### src/spi_port_pkg.sv
package spi_port_pkg;
	// shift width and divider selection
	localparam int unsigned DATA_W = 8;
	localparam int unsigned RATE_W = 3;
	localparam logic [3:0] BIT_CNT_LAST = 4'h7;
	// half-period of serial clock in core cycles per rate code (fastest is /4)
	localparam logic [7:0] HALF_DIV_0 = 8'h02;
	localparam logic [7:0] HALF_DIV_1 = 8'h04;
	localparam logic [7:0] HALF_DIV_2 = 8'h08;
	localparam logic [7:0] HALF_DIV_3 = 8'h10;
	localparam logic [7:0] HALF_DIV_4 = 8'h20;
	localparam logic [7:0] HALF_DIV_5 = 8'h40;
	// tx fifo shape
	localparam int unsigned FIFO_DEPTH = 4;
	localparam logic [7:0] BYTE_RESET = 8'h00;
	typedef enum logic [1:0] {ST_IDLE, ST_LEAD, ST_TRAIL} shift_state_t;
endpackage : spi_port_pkg

### src/byte_fifo.sv
`timescale 1ns/10ps
// small flop fifo; count tells full and empty honestly
module byte_fifo #(
	parameter int unsigned WIDTH = 8,
	parameter int unsigned DEPTH = 4
) (
	input wire logic i_core_clk,
	input wire logic i_rst_n,
	input wire logic i_flush,
	input wire logic i_valid,
	output logic o_ready,
	input wire logic [WIDTH-1:0] i_data,
	output logic o_valid,
	input wire logic i_ready,
	output logic [WIDTH-1:0] o_data
);
	localparam int unsigned AW = (DEPTH > 1) ? $clog2(DEPTH) : 1;
	typedef struct packed {
		logic [DEPTH-1:0][WIDTH-1:0] mem;
		logic [AW-1:0] wr;
		logic [AW-1:0] rd;
		logic [AW:0] cnt;
	} fifo_state_t;
	fifo_state_t st_q, st_d;
	logic push;
	logic pop;
	// handshakes on both ends
	always_comb
	begin
		st_d = st_q;
		push = i_valid && (st_q.cnt != (AW+1)'(DEPTH));
		pop = i_ready && (st_q.cnt != '0);
		if (push)
		begin
			st_d.mem[st_q.wr] = i_data;
			st_d.wr = (st_q.wr == AW'(DEPTH-1)) ? '0 : st_q.wr + 1'b1;
		end
		if (pop)
			st_d.rd = (st_q.rd == AW'(DEPTH-1)) ? '0 : st_q.rd + 1'b1;
		st_d.cnt = st_q.cnt + (AW+1)'(push) - (AW+1)'(pop);
		if (i_flush)
		begin
			st_d.wr = '0;
			st_d.rd = '0;
			st_d.cnt = '0;
		end
	end
	// register state
	always_ff @(posedge i_core_clk)
	begin
		if (!i_rst_n)
			st_q <= '0;
		else
			st_q <= st_d;
	end
	assign o_ready = st_q.cnt != (AW+1)'(DEPTH);
	assign o_valid = st_q.cnt != '0;
	assign o_data = st_q.mem[st_q.rd];
endmodule : byte_fifo

### src/spi_master_slave_port.sv
`timescale 1ns/10ps
// Summary of operation
// - bytes move msb first both directions
// - master clocks; slave answers on its output
// - master rate from 3-bit field, fastest /4
// - soft select replaces pin when managed
// - master and enable stay only with select high
// - phase zero: slave write mid-byte with select low, collision
// - master data write loads and starts shifting
// - done flag sets; irq gated by enable, mask
// - master clears done: status, then data read
// - slave clears done: status, then data access
// - data writes ignored while done until status read
// - slave write loads shifter, shifts on master clock
// - polarity and phase choose capture edge
// - phase one second edge, phase zero first
// - select low in master: fault, drop modes
// - overrun keeps old byte, clears on status read
// - write during transfer dropped, collision flagged
module spi_master_slave_port (
	input wire logic i_core_clk,
	input wire logic i_rst_n,
	// control bits
	input wire logic i_port_enable_bit,
	input wire logic i_master_mode_bit,
	input wire logic i_clk_polarity,
	input wire logic i_clk_phase,
	input wire logic [2:0] i_clock_rate_field,
	input wire logic i_soft_select_manage,
	input wire logic i_soft_select_level,
	input wire logic i_transfer_irq_enable,
	input wire logic i_cpu_irq_mask,
	// register access strobes
	input wire logic i_ctrl_wr,
	input wire logic i_status_access,
	input wire logic i_data_wr,
	input wire logic [7:0] i_data_wdata,
	input wire logic i_data_rd,
	output logic [7:0] o_data_rdata,
	// status
	output logic o_transfer_done_flag,
	output logic o_mode_fault_flag,
	output logic o_overrun_flag,
	output logic o_write_collision_flag,
	output logic o_port_enable,
	output logic o_master_mode,
	output logic o_irq,
	// pins
	input wire logic i_ss_n,
	input wire logic i_sck,
	output logic o_sck,
	output logic o_sck_oe,
	input wire logic i_mosi,
	output logic o_mosi,
	output logic o_mosi_oe,
	input wire logic i_miso,
	output logic o_miso,
	output logic o_miso_oe
);
	typedef struct packed {
		spi_port_pkg::shift_state_t fsm;
		logic [7:0] shift;
		logic [7:0] rxbuf;
		logic [3:0] bits;
		logic [7:0] div;
		logic sample;
		logic sck_prev;
		logic busy;
		logic done;
		logic stat_seen;
		logic mode_fault_flag;
		logic mode_fault_flag_seen;
		logic overrun_flag;
		logic write_collision_flag;
		logic write_collision_flag_seen;
		logic en;
		logic master_mode_bit;
		logic irq;
		logic sck_o;
		logic sck_oe;
		logic mosi_o;
		logic mosi_oe;
		logic miso_o;
		logic miso_oe;
	} port_state_t;
	port_state_t st_q, st_d;
	// fifo between data writes and the shifter
	logic fifo_in_ready;
	logic fifo_out_valid;
	logic [7:0] fifo_out_data;
	logic fifo_pop;
	logic fifo_push;
	logic sel_int;
	logic [7:0] half_div;
	logic sck_edge;
	logic lead_edge;
	logic sin;
	logic finish;
	logic wr_ok;
	logic clr_step;
	byte_fifo #(
		.WIDTH(spi_port_pkg::DATA_W),
		.DEPTH(spi_port_pkg::FIFO_DEPTH)
	) u_tx_fifo (
		.i_core_clk(i_core_clk),
		.i_rst_n(i_rst_n),
		.i_flush(!st_q.en),
		.i_valid(fifo_push),
		.o_ready(fifo_in_ready),
		.i_data(i_data_wdata),
		.o_valid(fifo_out_valid),
		.i_ready(fifo_pop),
		.o_data(fifo_out_data)
	);
	// rate decode; codes 6 and 7 fall back to slowest
	always_comb
	begin
		case (i_clock_rate_field)
			3'h0: half_div = spi_port_pkg::HALF_DIV_0;
			3'h1: half_div = spi_port_pkg::HALF_DIV_1;
			3'h2: half_div = spi_port_pkg::HALF_DIV_2;
			3'h3: half_div = spi_port_pkg::HALF_DIV_3;
			3'h4: half_div = spi_port_pkg::HALF_DIV_4;
			default: half_div = spi_port_pkg::HALF_DIV_5;
		endcase
	end
	// next-state logic for the whole port
	always_comb
	begin
		st_d = st_q;
		sel_int = i_soft_select_manage ? i_soft_select_level : i_ss_n;
		sin = st_q.master_mode_bit ? i_miso : i_mosi;
		// collision: write while shifting or slave selected with phase zero mid-byte (bits not zero)
		wr_ok = i_data_wr && !(st_q.done && !st_q.stat_seen);
		fifo_push = 1'b0;
		fifo_pop = 1'b0;
		sck_edge = 1'b0;
		lead_edge = 1'b0;
		finish = 1'b0;
		clr_step = 1'b0;
		if (wr_ok)
		begin
			if (st_q.busy || (!st_q.master_mode_bit && !sel_int && !i_clk_phase && st_q.bits != 4'h0))
				st_d.write_collision_flag = 1'b1;
			else
				fifo_push = fifo_in_ready;
		end
		// enable and master follow control writes; blocked by fault
		if (i_ctrl_wr)
		begin
			if (!st_q.mode_fault_flag || st_q.mode_fault_flag_seen)
			begin
				st_d.en = i_port_enable_bit;
				st_d.master_mode_bit = i_master_mode_bit;
			end
			if (st_q.mode_fault_flag_seen)
			begin
				st_d.mode_fault_flag = 1'b0;
				st_d.mode_fault_flag_seen = 1'b0;
			end
		end
		if (st_q.master_mode_bit && st_q.en && !sel_int)
		begin
			st_d.mode_fault_flag = 1'b1;
			st_d.en = 1'b0;
			st_d.master_mode_bit = 1'b0;
		end
		// master: internal divider makes the clock
		if (st_q.en && st_q.master_mode_bit)
		begin
			case (st_q.fsm)
				spi_port_pkg::ST_IDLE:
				begin
					st_d.sck_o = i_clk_polarity;
					if (fifo_out_valid)
					begin
						fifo_pop = 1'b1;
						st_d.shift = fifo_out_data;
						st_d.mosi_o = fifo_out_data[7];
						st_d.busy = 1'b1;
						st_d.bits = 4'h0;
						st_d.div = 8'h01;
						st_d.fsm = spi_port_pkg::ST_LEAD;
					end
				end
				spi_port_pkg::ST_LEAD, spi_port_pkg::ST_TRAIL:
				begin
					st_d.div = st_q.div + 8'h01;
					if (st_q.div == half_div)
					begin
						st_d.div = 8'h01;
						st_d.sck_o = !st_q.sck_o;
						sck_edge = 1'b1;
						lead_edge = st_q.fsm == spi_port_pkg::ST_LEAD;
						st_d.fsm = lead_edge ? spi_port_pkg::ST_TRAIL : spi_port_pkg::ST_LEAD;
					end
				end
				default: st_d.fsm = spi_port_pkg::ST_IDLE;
			endcase
		end
		else
		begin
			st_d.fsm = spi_port_pkg::ST_IDLE;
			st_d.sck_o = i_clk_polarity;
			// slave: watch master clock edges while selected
			if (st_q.en && !sel_int)
			begin
				if (!st_q.busy && fifo_out_valid)
				begin
					fifo_pop = 1'b1;
					st_d.shift = fifo_out_data;
					st_d.miso_o = fifo_out_data[7];
				end
				if (i_sck != st_q.sck_prev)
				begin
					sck_edge = 1'b1;
					lead_edge = i_sck != i_clk_polarity;
					st_d.busy = 1'b1;
				end
			end
			else if (st_q.en)
			begin
				// select high ends a byte frame; idle state
				st_d.bits = 4'h0;
				st_d.busy = 1'b0;
			end
		end
		st_d.sck_prev = i_sck;
		// capture on first edge for phase zero, second for phase one
		if (sck_edge)
		begin
			if (lead_edge != i_clk_phase)
				st_d.sample = sin;
			// phase one: msb already stands, so the first leading edge keeps it
			else if (!(lead_edge && st_q.bits == 4'h0 && i_clk_phase))
			begin
				st_d.shift = {st_q.shift[6:0], st_q.sample};
				st_d.mosi_o = st_q.shift[6];
				st_d.miso_o = st_q.shift[6];
			end
			if (lead_edge == i_clk_phase)
			begin
				if (!i_clk_phase && st_q.bits == 4'h0 && lead_edge)
					st_d.bits = st_q.bits;
				else
					st_d.bits = st_q.bits + 4'h1;
			end
			// eighth trailing edge ends the byte; phase one counts on leading edges
			if (!lead_edge && st_q.bits == spi_port_pkg::BIT_CNT_LAST + (i_clk_phase ? 4'h1 : 4'h0))
				finish = 1'b1;
		end
		if (finish)
		begin
			st_d.busy = 1'b0;
			st_d.bits = 4'h0;
			if (st_q.master_mode_bit)
				st_d.fsm = spi_port_pkg::ST_IDLE;
			if (st_q.done)
				st_d.overrun_flag = 1'b1;
			else
				// phase one captures its last bit on this very edge
				st_d.rxbuf = {st_q.shift[6:0], i_clk_phase ? sin : st_q.sample};
		end
		// status access arms clearing sequences
		if (i_status_access)
		begin
			if (st_q.done)
				st_d.stat_seen = 1'b1;
			if (st_q.mode_fault_flag)
				st_d.mode_fault_flag_seen = 1'b1;
			if (st_q.write_collision_flag)
				st_d.write_collision_flag_seen = 1'b1;
			st_d.overrun_flag = 1'b0;
		end
		clr_step = st_q.stat_seen && (i_data_rd || (!st_q.master_mode_bit && i_data_wr));
		if (clr_step)
		begin
			st_d.done = 1'b0;
			st_d.stat_seen = 1'b0;
		end
		if (st_q.write_collision_flag_seen && i_data_rd)
		begin
			st_d.write_collision_flag = 1'b0;
			st_d.write_collision_flag_seen = 1'b0;
		end
		// done set wins over clear; on finish, overrun survives a status access only if already set
		if (finish)
			st_d.done = 1'b1;
		if (finish && st_q.overrun_flag)
			st_d.overrun_flag = 1'b1;
		st_d.irq = (st_d.done || st_d.mode_fault_flag || st_d.overrun_flag) && i_transfer_irq_enable && !i_cpu_irq_mask;
		st_d.sck_oe = st_d.en && st_d.master_mode_bit;
		st_d.mosi_oe = st_d.en && st_d.master_mode_bit;
		st_d.miso_oe = st_d.en && !st_d.master_mode_bit && !sel_int;
	end
	// register state
	always_ff @(posedge i_core_clk)
	begin
		if (!i_rst_n)
			st_q <= '0;
		else
			st_q <= st_d;
	end
	assign o_data_rdata = st_q.rxbuf;
	assign o_transfer_done_flag = st_q.done;
	assign o_mode_fault_flag = st_q.mode_fault_flag;
	assign o_overrun_flag = st_q.overrun_flag;
	assign o_write_collision_flag = st_q.write_collision_flag;
	assign o_port_enable = st_q.en;
	assign o_master_mode = st_q.master_mode_bit;
	assign o_irq = st_q.irq;
	assign o_sck = st_q.sck_o;
	assign o_sck_oe = st_q.sck_oe;
	assign o_mosi = st_q.mosi_o;
	assign o_mosi_oe = st_q.mosi_oe;
	assign o_miso = st_q.miso_o;
	assign o_miso_oe = st_q.miso_oe;
	// checks
	AST_FAULT_DROPS: assert property (@(posedge i_core_clk) disable iff (!i_rst_n)
		(st_q.master_mode_bit && st_q.en && !sel_int) |=> (st_q.mode_fault_flag && !st_q.en && !st_q.master_mode_bit))
		else $error("fault did not drop modes");
	AST_IRQ_GATE: assert property (@(posedge i_core_clk) disable iff (!i_rst_n)
		(st_q.irq |-> $past(i_transfer_irq_enable) && !$past(i_cpu_irq_mask)))
		else $error("irq without enable");
	AST_DONE_STICKY: assert property (@(posedge i_core_clk) disable iff (!i_rst_n)
		(st_q.done && !st_q.stat_seen) |=> st_q.done)
		else $error("done cleared without status access");
	AST_OVR_KEEPS: assert property (@(posedge i_core_clk) disable iff (!i_rst_n)
		(finish && st_q.done) |=> $stable(st_q.rxbuf))
		else $error("overrun replaced buffer");
	AST_WRITE_COLLISION_FLAG_SET: assert property (@(posedge i_core_clk) disable iff (!i_rst_n)
		(i_data_wr && st_q.busy && !(st_q.done && !st_q.stat_seen)) |=> st_q.write_collision_flag)
		else $error("collision not flagged");
	AST_IDLE_LEVEL: assert property (@(posedge i_core_clk) disable iff (!i_rst_n)
		($past(i_rst_n) && st_q.fsm == spi_port_pkg::ST_IDLE && $stable(i_clk_polarity))
		|-> st_q.sck_o == i_clk_polarity)
		else $error("idle level");
	AST_MASTER_START: assert property (@(posedge i_core_clk) disable iff (!i_rst_n)
		(st_q.en && st_q.master_mode_bit && sel_int && st_q.fsm == spi_port_pkg::ST_IDLE
		&& fifo_out_valid) |=> st_q.busy)
		else $error("master did not start");
	AST_DONE_SET: assert property (@(posedge i_core_clk) disable iff (!i_rst_n)
		finish |=> st_q.done && !st_q.busy)
		else $error("done not set at end");
	COV_MASTER: cover property (@(posedge i_core_clk) finish && st_q.master_mode_bit);
	COV_SLAVE: cover property (@(posedge i_core_clk) finish && !st_q.master_mode_bit);
	COV_OVR: cover property (@(posedge i_core_clk) st_q.overrun_flag);
endmodule : spi_master_slave_port

### config.mk
export PLATFORM = sky130hd
export DESIGN_NAME = spi_master_slave_port
export DESIGN_NICKNAME = d
export VERILOG_FILES = /design/src/spi_port_pkg.sv /design/src/byte_fifo.sv /design/src/spi_master_slave_port.sv
export SDC_FILE = /design/constraint.sdc
export NUM_CORES = 1
export LEC_CHECK = 0
export BUFFER_PORTS_ARGS = -buffer_cell sky130_fd_sc_hd__buf_2
export CAP_MARGIN = 0
export CORE_MARGIN = 3
export CORE_UTILIZATION = 50
export DETAILED_ROUTE_END_ITERATION = 8
export PLACE_DENSITY = 0.7
export SETUP_SLACK_MARGIN = 0.15
export SKIP_CTS_REPAIR_TIMING = 1
export SLEW_MARGIN = 15
export SYNTH_ARGS = -nofsm -noshare
export SYNTH_HDL_FRONTEND = slang
export SYNTH_SLANG_ARGS = --single-unit
### constraint.sdc
create_clock -name i_core_clk -period 7.5 [get_ports i_core_clk]
set_input_delay 0.75 -clock i_core_clk [delete_from_list [all_inputs] [get_ports i_core_clk]]
set_output_delay 0.75 -clock i_core_clk [all_outputs]
set_load 0.01 [all_outputs]
==> summary.md <==
| Metric | Value |
|---|---|
| Core Region | 8382 sq um |
| Wire length on met1 | 4561 um |
| Top sig layer | met4 |
| Largest net degree at the start of global routing | 44 |
| Worst clock skew | a little over 0.01 ns |
| Initial core utilization | 52.63% |
| Worst slew pin tran | 1.136 ns |
| Length of routed met3 wiring | 290 um |
| Met2 Routed Length | 4871 um |
| Reg2Reg Depth | 7 |
| Fin. Hold Viols | 0 |
| # diodes | 0 |
| Nature of the critical path endpoint | register |
| Startpoint Class | input pin |
| Crit path cell chain | buf_2 -> or4b_1 -> o31a_2 -> a2111o_1 -> nor4_1 -> o211ai_1 -> a21oi_1 -> mux2i_1 |
| FP Rows | 33 |
| DR iter-0 viols | between 150 and 200 |
| Die Wd | 99.94 um |
| Worst r2r dst | o_mosi |
| Final Cycle Share | about 45% |
| Seq cells post-synth | 86 |
| Crit-path max FO | 9 |
| Detailed Route WL | slightly below 10,000 um |
| Post-route ant nets | 0 |
| Vias in the first global route | 3,409 |
| Total power draw | a little under 0.9 mW |
| Non-Filler Instances | 643 |
| Worst reg2reg path startpoint | st_q[20] |
| CP Class | in2reg |
| Die H | ~100 um |
| Total clock sinks | 86 |
| Area grow syn2layout | 9.955% |
| Final Max Slew Viols | 0 |
| EDFF count, synth | 0 |
| First-pass iteration count of the detailed router | 4 |
| Final setup viols | 0 |
| Max-cap violations | 0 |
| Worst hold start | u_tx_fifo.st_q[14] |
| DR WL/cell | 15.28 um |
| Num CTS Buffers | 9 |
| Final nets | 577 |
| Async set-reset flop share out of synthesis | 0% |
| Clock Tree Buf Depth | 2 |
| Worst Hold Class | reg2reg |
| TNS Setup | 0 ns |
| Routability Congestion | 0.8861 |
| Synth unique cells | 59 |
| Critical path buffers and inverters | 1 |
| Rel. slew slack | 24.23% |
| Register area share after synthesis | 39.02% |
| Syn_area_per_cell | 8.702 sq um |
| Remaining Overflow, GRT | 0 |
| Global-route wire length before repair | 16,620 um |
| Unrepaired setup endpoints after global routing | no |
| Placed instance count | 628 |
| IO buf count | 49 |
| Later-pin clock latency in the skew report | 0.36 ns |
| Main synth FF type | dfxtp_1 |
| Vias/cell | around 5.6 |
| Die area | 9987 sq um |
| Data arrival time of the worst path | 3.66 ns |
| CP delay by family, top | compound AO/OA/AOI/OAI gates |
| Stages on worst setup path | 8 |
| Clock root buffer | clkbuf_8 |
| Antenna violations before repair | 0 |
| Status | completed |
| PD cells | 183.9 nW/um^2 |
| P_leak | 1.803 nW |
| Layout cells sized above 1 | between 10% and 20% |
| Internal reg-to-reg setup slack | 4.23 ns |
| CTS H-tree lvls | 3 |
| Slowest cell on crit path | a21oi_1 |
| Max stage delay on crit path | 0.91 ns |
| CP required | 7.77 ns |
| Syn Nets | 550 |
| DRC | 0 |
| Minimum clock period | around 3.4 ns |
| Crit path to | o_mosi |
| Hpwl dp | 7188 um |
| FMAX | 0.2951 GHz |
| CP startpoint | i_clock_rate_field[2] |
| Commonest non-fill, non-tap cell in the layout | dfxtp_1 |
| Vias | roughly 3,600 |
| Most frequent cells in the layout | 86 x dfxtp_1, 72 x nand2_1, 51 x a21oi_1 |
| # IOs | 50 |
| Clk pin slew, worst setup/hold paths | 0.08 ns |
| CTS tree | built |
| All-Layer GR Usage | 20.66% |
| Cell Area, Synth | 4412 sq um |
| Synth Instances | 507 |
| Ys Warns | 0 |
| Max VDD drop | 0.08274 mV |
## power breakdown
part | internal (mW) | switching, mW
sequential | 0.462 | 0.00628
clock | 0.187 | 0.168
combinational | 0.0255 | 0.0433
total | 0.675 | 0.217
## worst min-delay path, cell delays in order (launching register included)
cell	delay, ns
dfxtp_1	0.31
nand2_1	0.05
a21oi_1	0.05
## cell usage after synthesis, types with 4 or more instances
cell type	n	share of area (%)
dfxtp_1	86	39
nand2_1	72	6.1
a21oi_1	51	5.8
nand3_1	43	4.9
nor2_1	41	3.5
mux2i_1	27	6.1
clkbuf_1	24	2.0
inv_1	16	1.4
ha_1	13	3.7
mux2_2	12	3.1
buf_4	10	1.7
o211ai_1	9	1.5
mux4_2	8	4.1
o21ai_1	8	0.91
nor3_1	6	0.68
xor2_1	6	1.2
and3_1	5	0.71
nor2b_1	5	0.71
o21ai_0	5	0.57
a211oi_1	4	0.68
nor3b_1	4	0.68
## flip-flops by register name (all words and copies together), names as in the netlist
signal and cells:
o_overrun_flag 1, o_sck 1, o_write_collision_flag 1, o_miso_oe 1
o_mode_fault_flag 1, st_q 27, o_data_rdata 8, o_mosi 1
o_mosi_oe 1, o_transfer_done_flag 1, o_miso 1, o_port_enable 1
u_tx_fifo.st_q 39, o_master_mode 1, o_irq 1
## logic make-up after synthesis
family          after synthesis  synth area share [%]
simple gates                198                 21.70
compound gates              100                 14.72
flops                        86                 39.02
buf+inv                      53                 5.360
mux                          47                 13.27
fa+ha+maj                    14                 4.141
xor+xnor                      9                 1.787
## per-layer routing
layer | GRT usage (%) | vias up
met5 | 0 | -
met4 | 6.933 | 0
met2 | 34.94 | 48
met1 | 27.13 | 1713
met3 | 2.919 | 8
li1 | - | 1843
## metrics by stage
step                area [sq um]  util (%)  setup WS, ns  hold slack (ns)
floorplan                   4412         -         4.646           0.4213
global placement            4641     55.37         3.829           0.4295
detailed placement          4641     55.37         3.721           0.4462
CTS                         4851     57.87         4.092           0.4572
global route                4851     57.87         3.939           0.4725
finish                      4851     57.87         4.112           0.4529
## how the worst min path moves through the flow
stage | endpoint | depth (start not counted) | slack, ns
global placement | o_write_collision_flag | 1 | 0.43
CTS | u_tx_fifo.st_q[37] | 2 | 0.46
global route | u_tx_fifo.st_q[21] | 2 | 0.47
floorplan | o_write_collision_flag | 1 | 0.42
finish | u_tx_fifo.st_q[14] | 2 | 0.45
detailed placement | u_tx_fifo.st_q[37] | 2 | 0.45
## final cells by class
class | instances | area [sq um]
sequential | 86 | 1722
tap | 105 | 131.4
multi-input combinational | 368 | 2460
clock buffer | 10 | 127.6
fill | 765 | 3531
timing repair buffer | 51 | 260.3
inverter | 18 | 67.56
clock inverter | 5 | 82.58
Note: power is estimated with default switching activity, not from simulation.
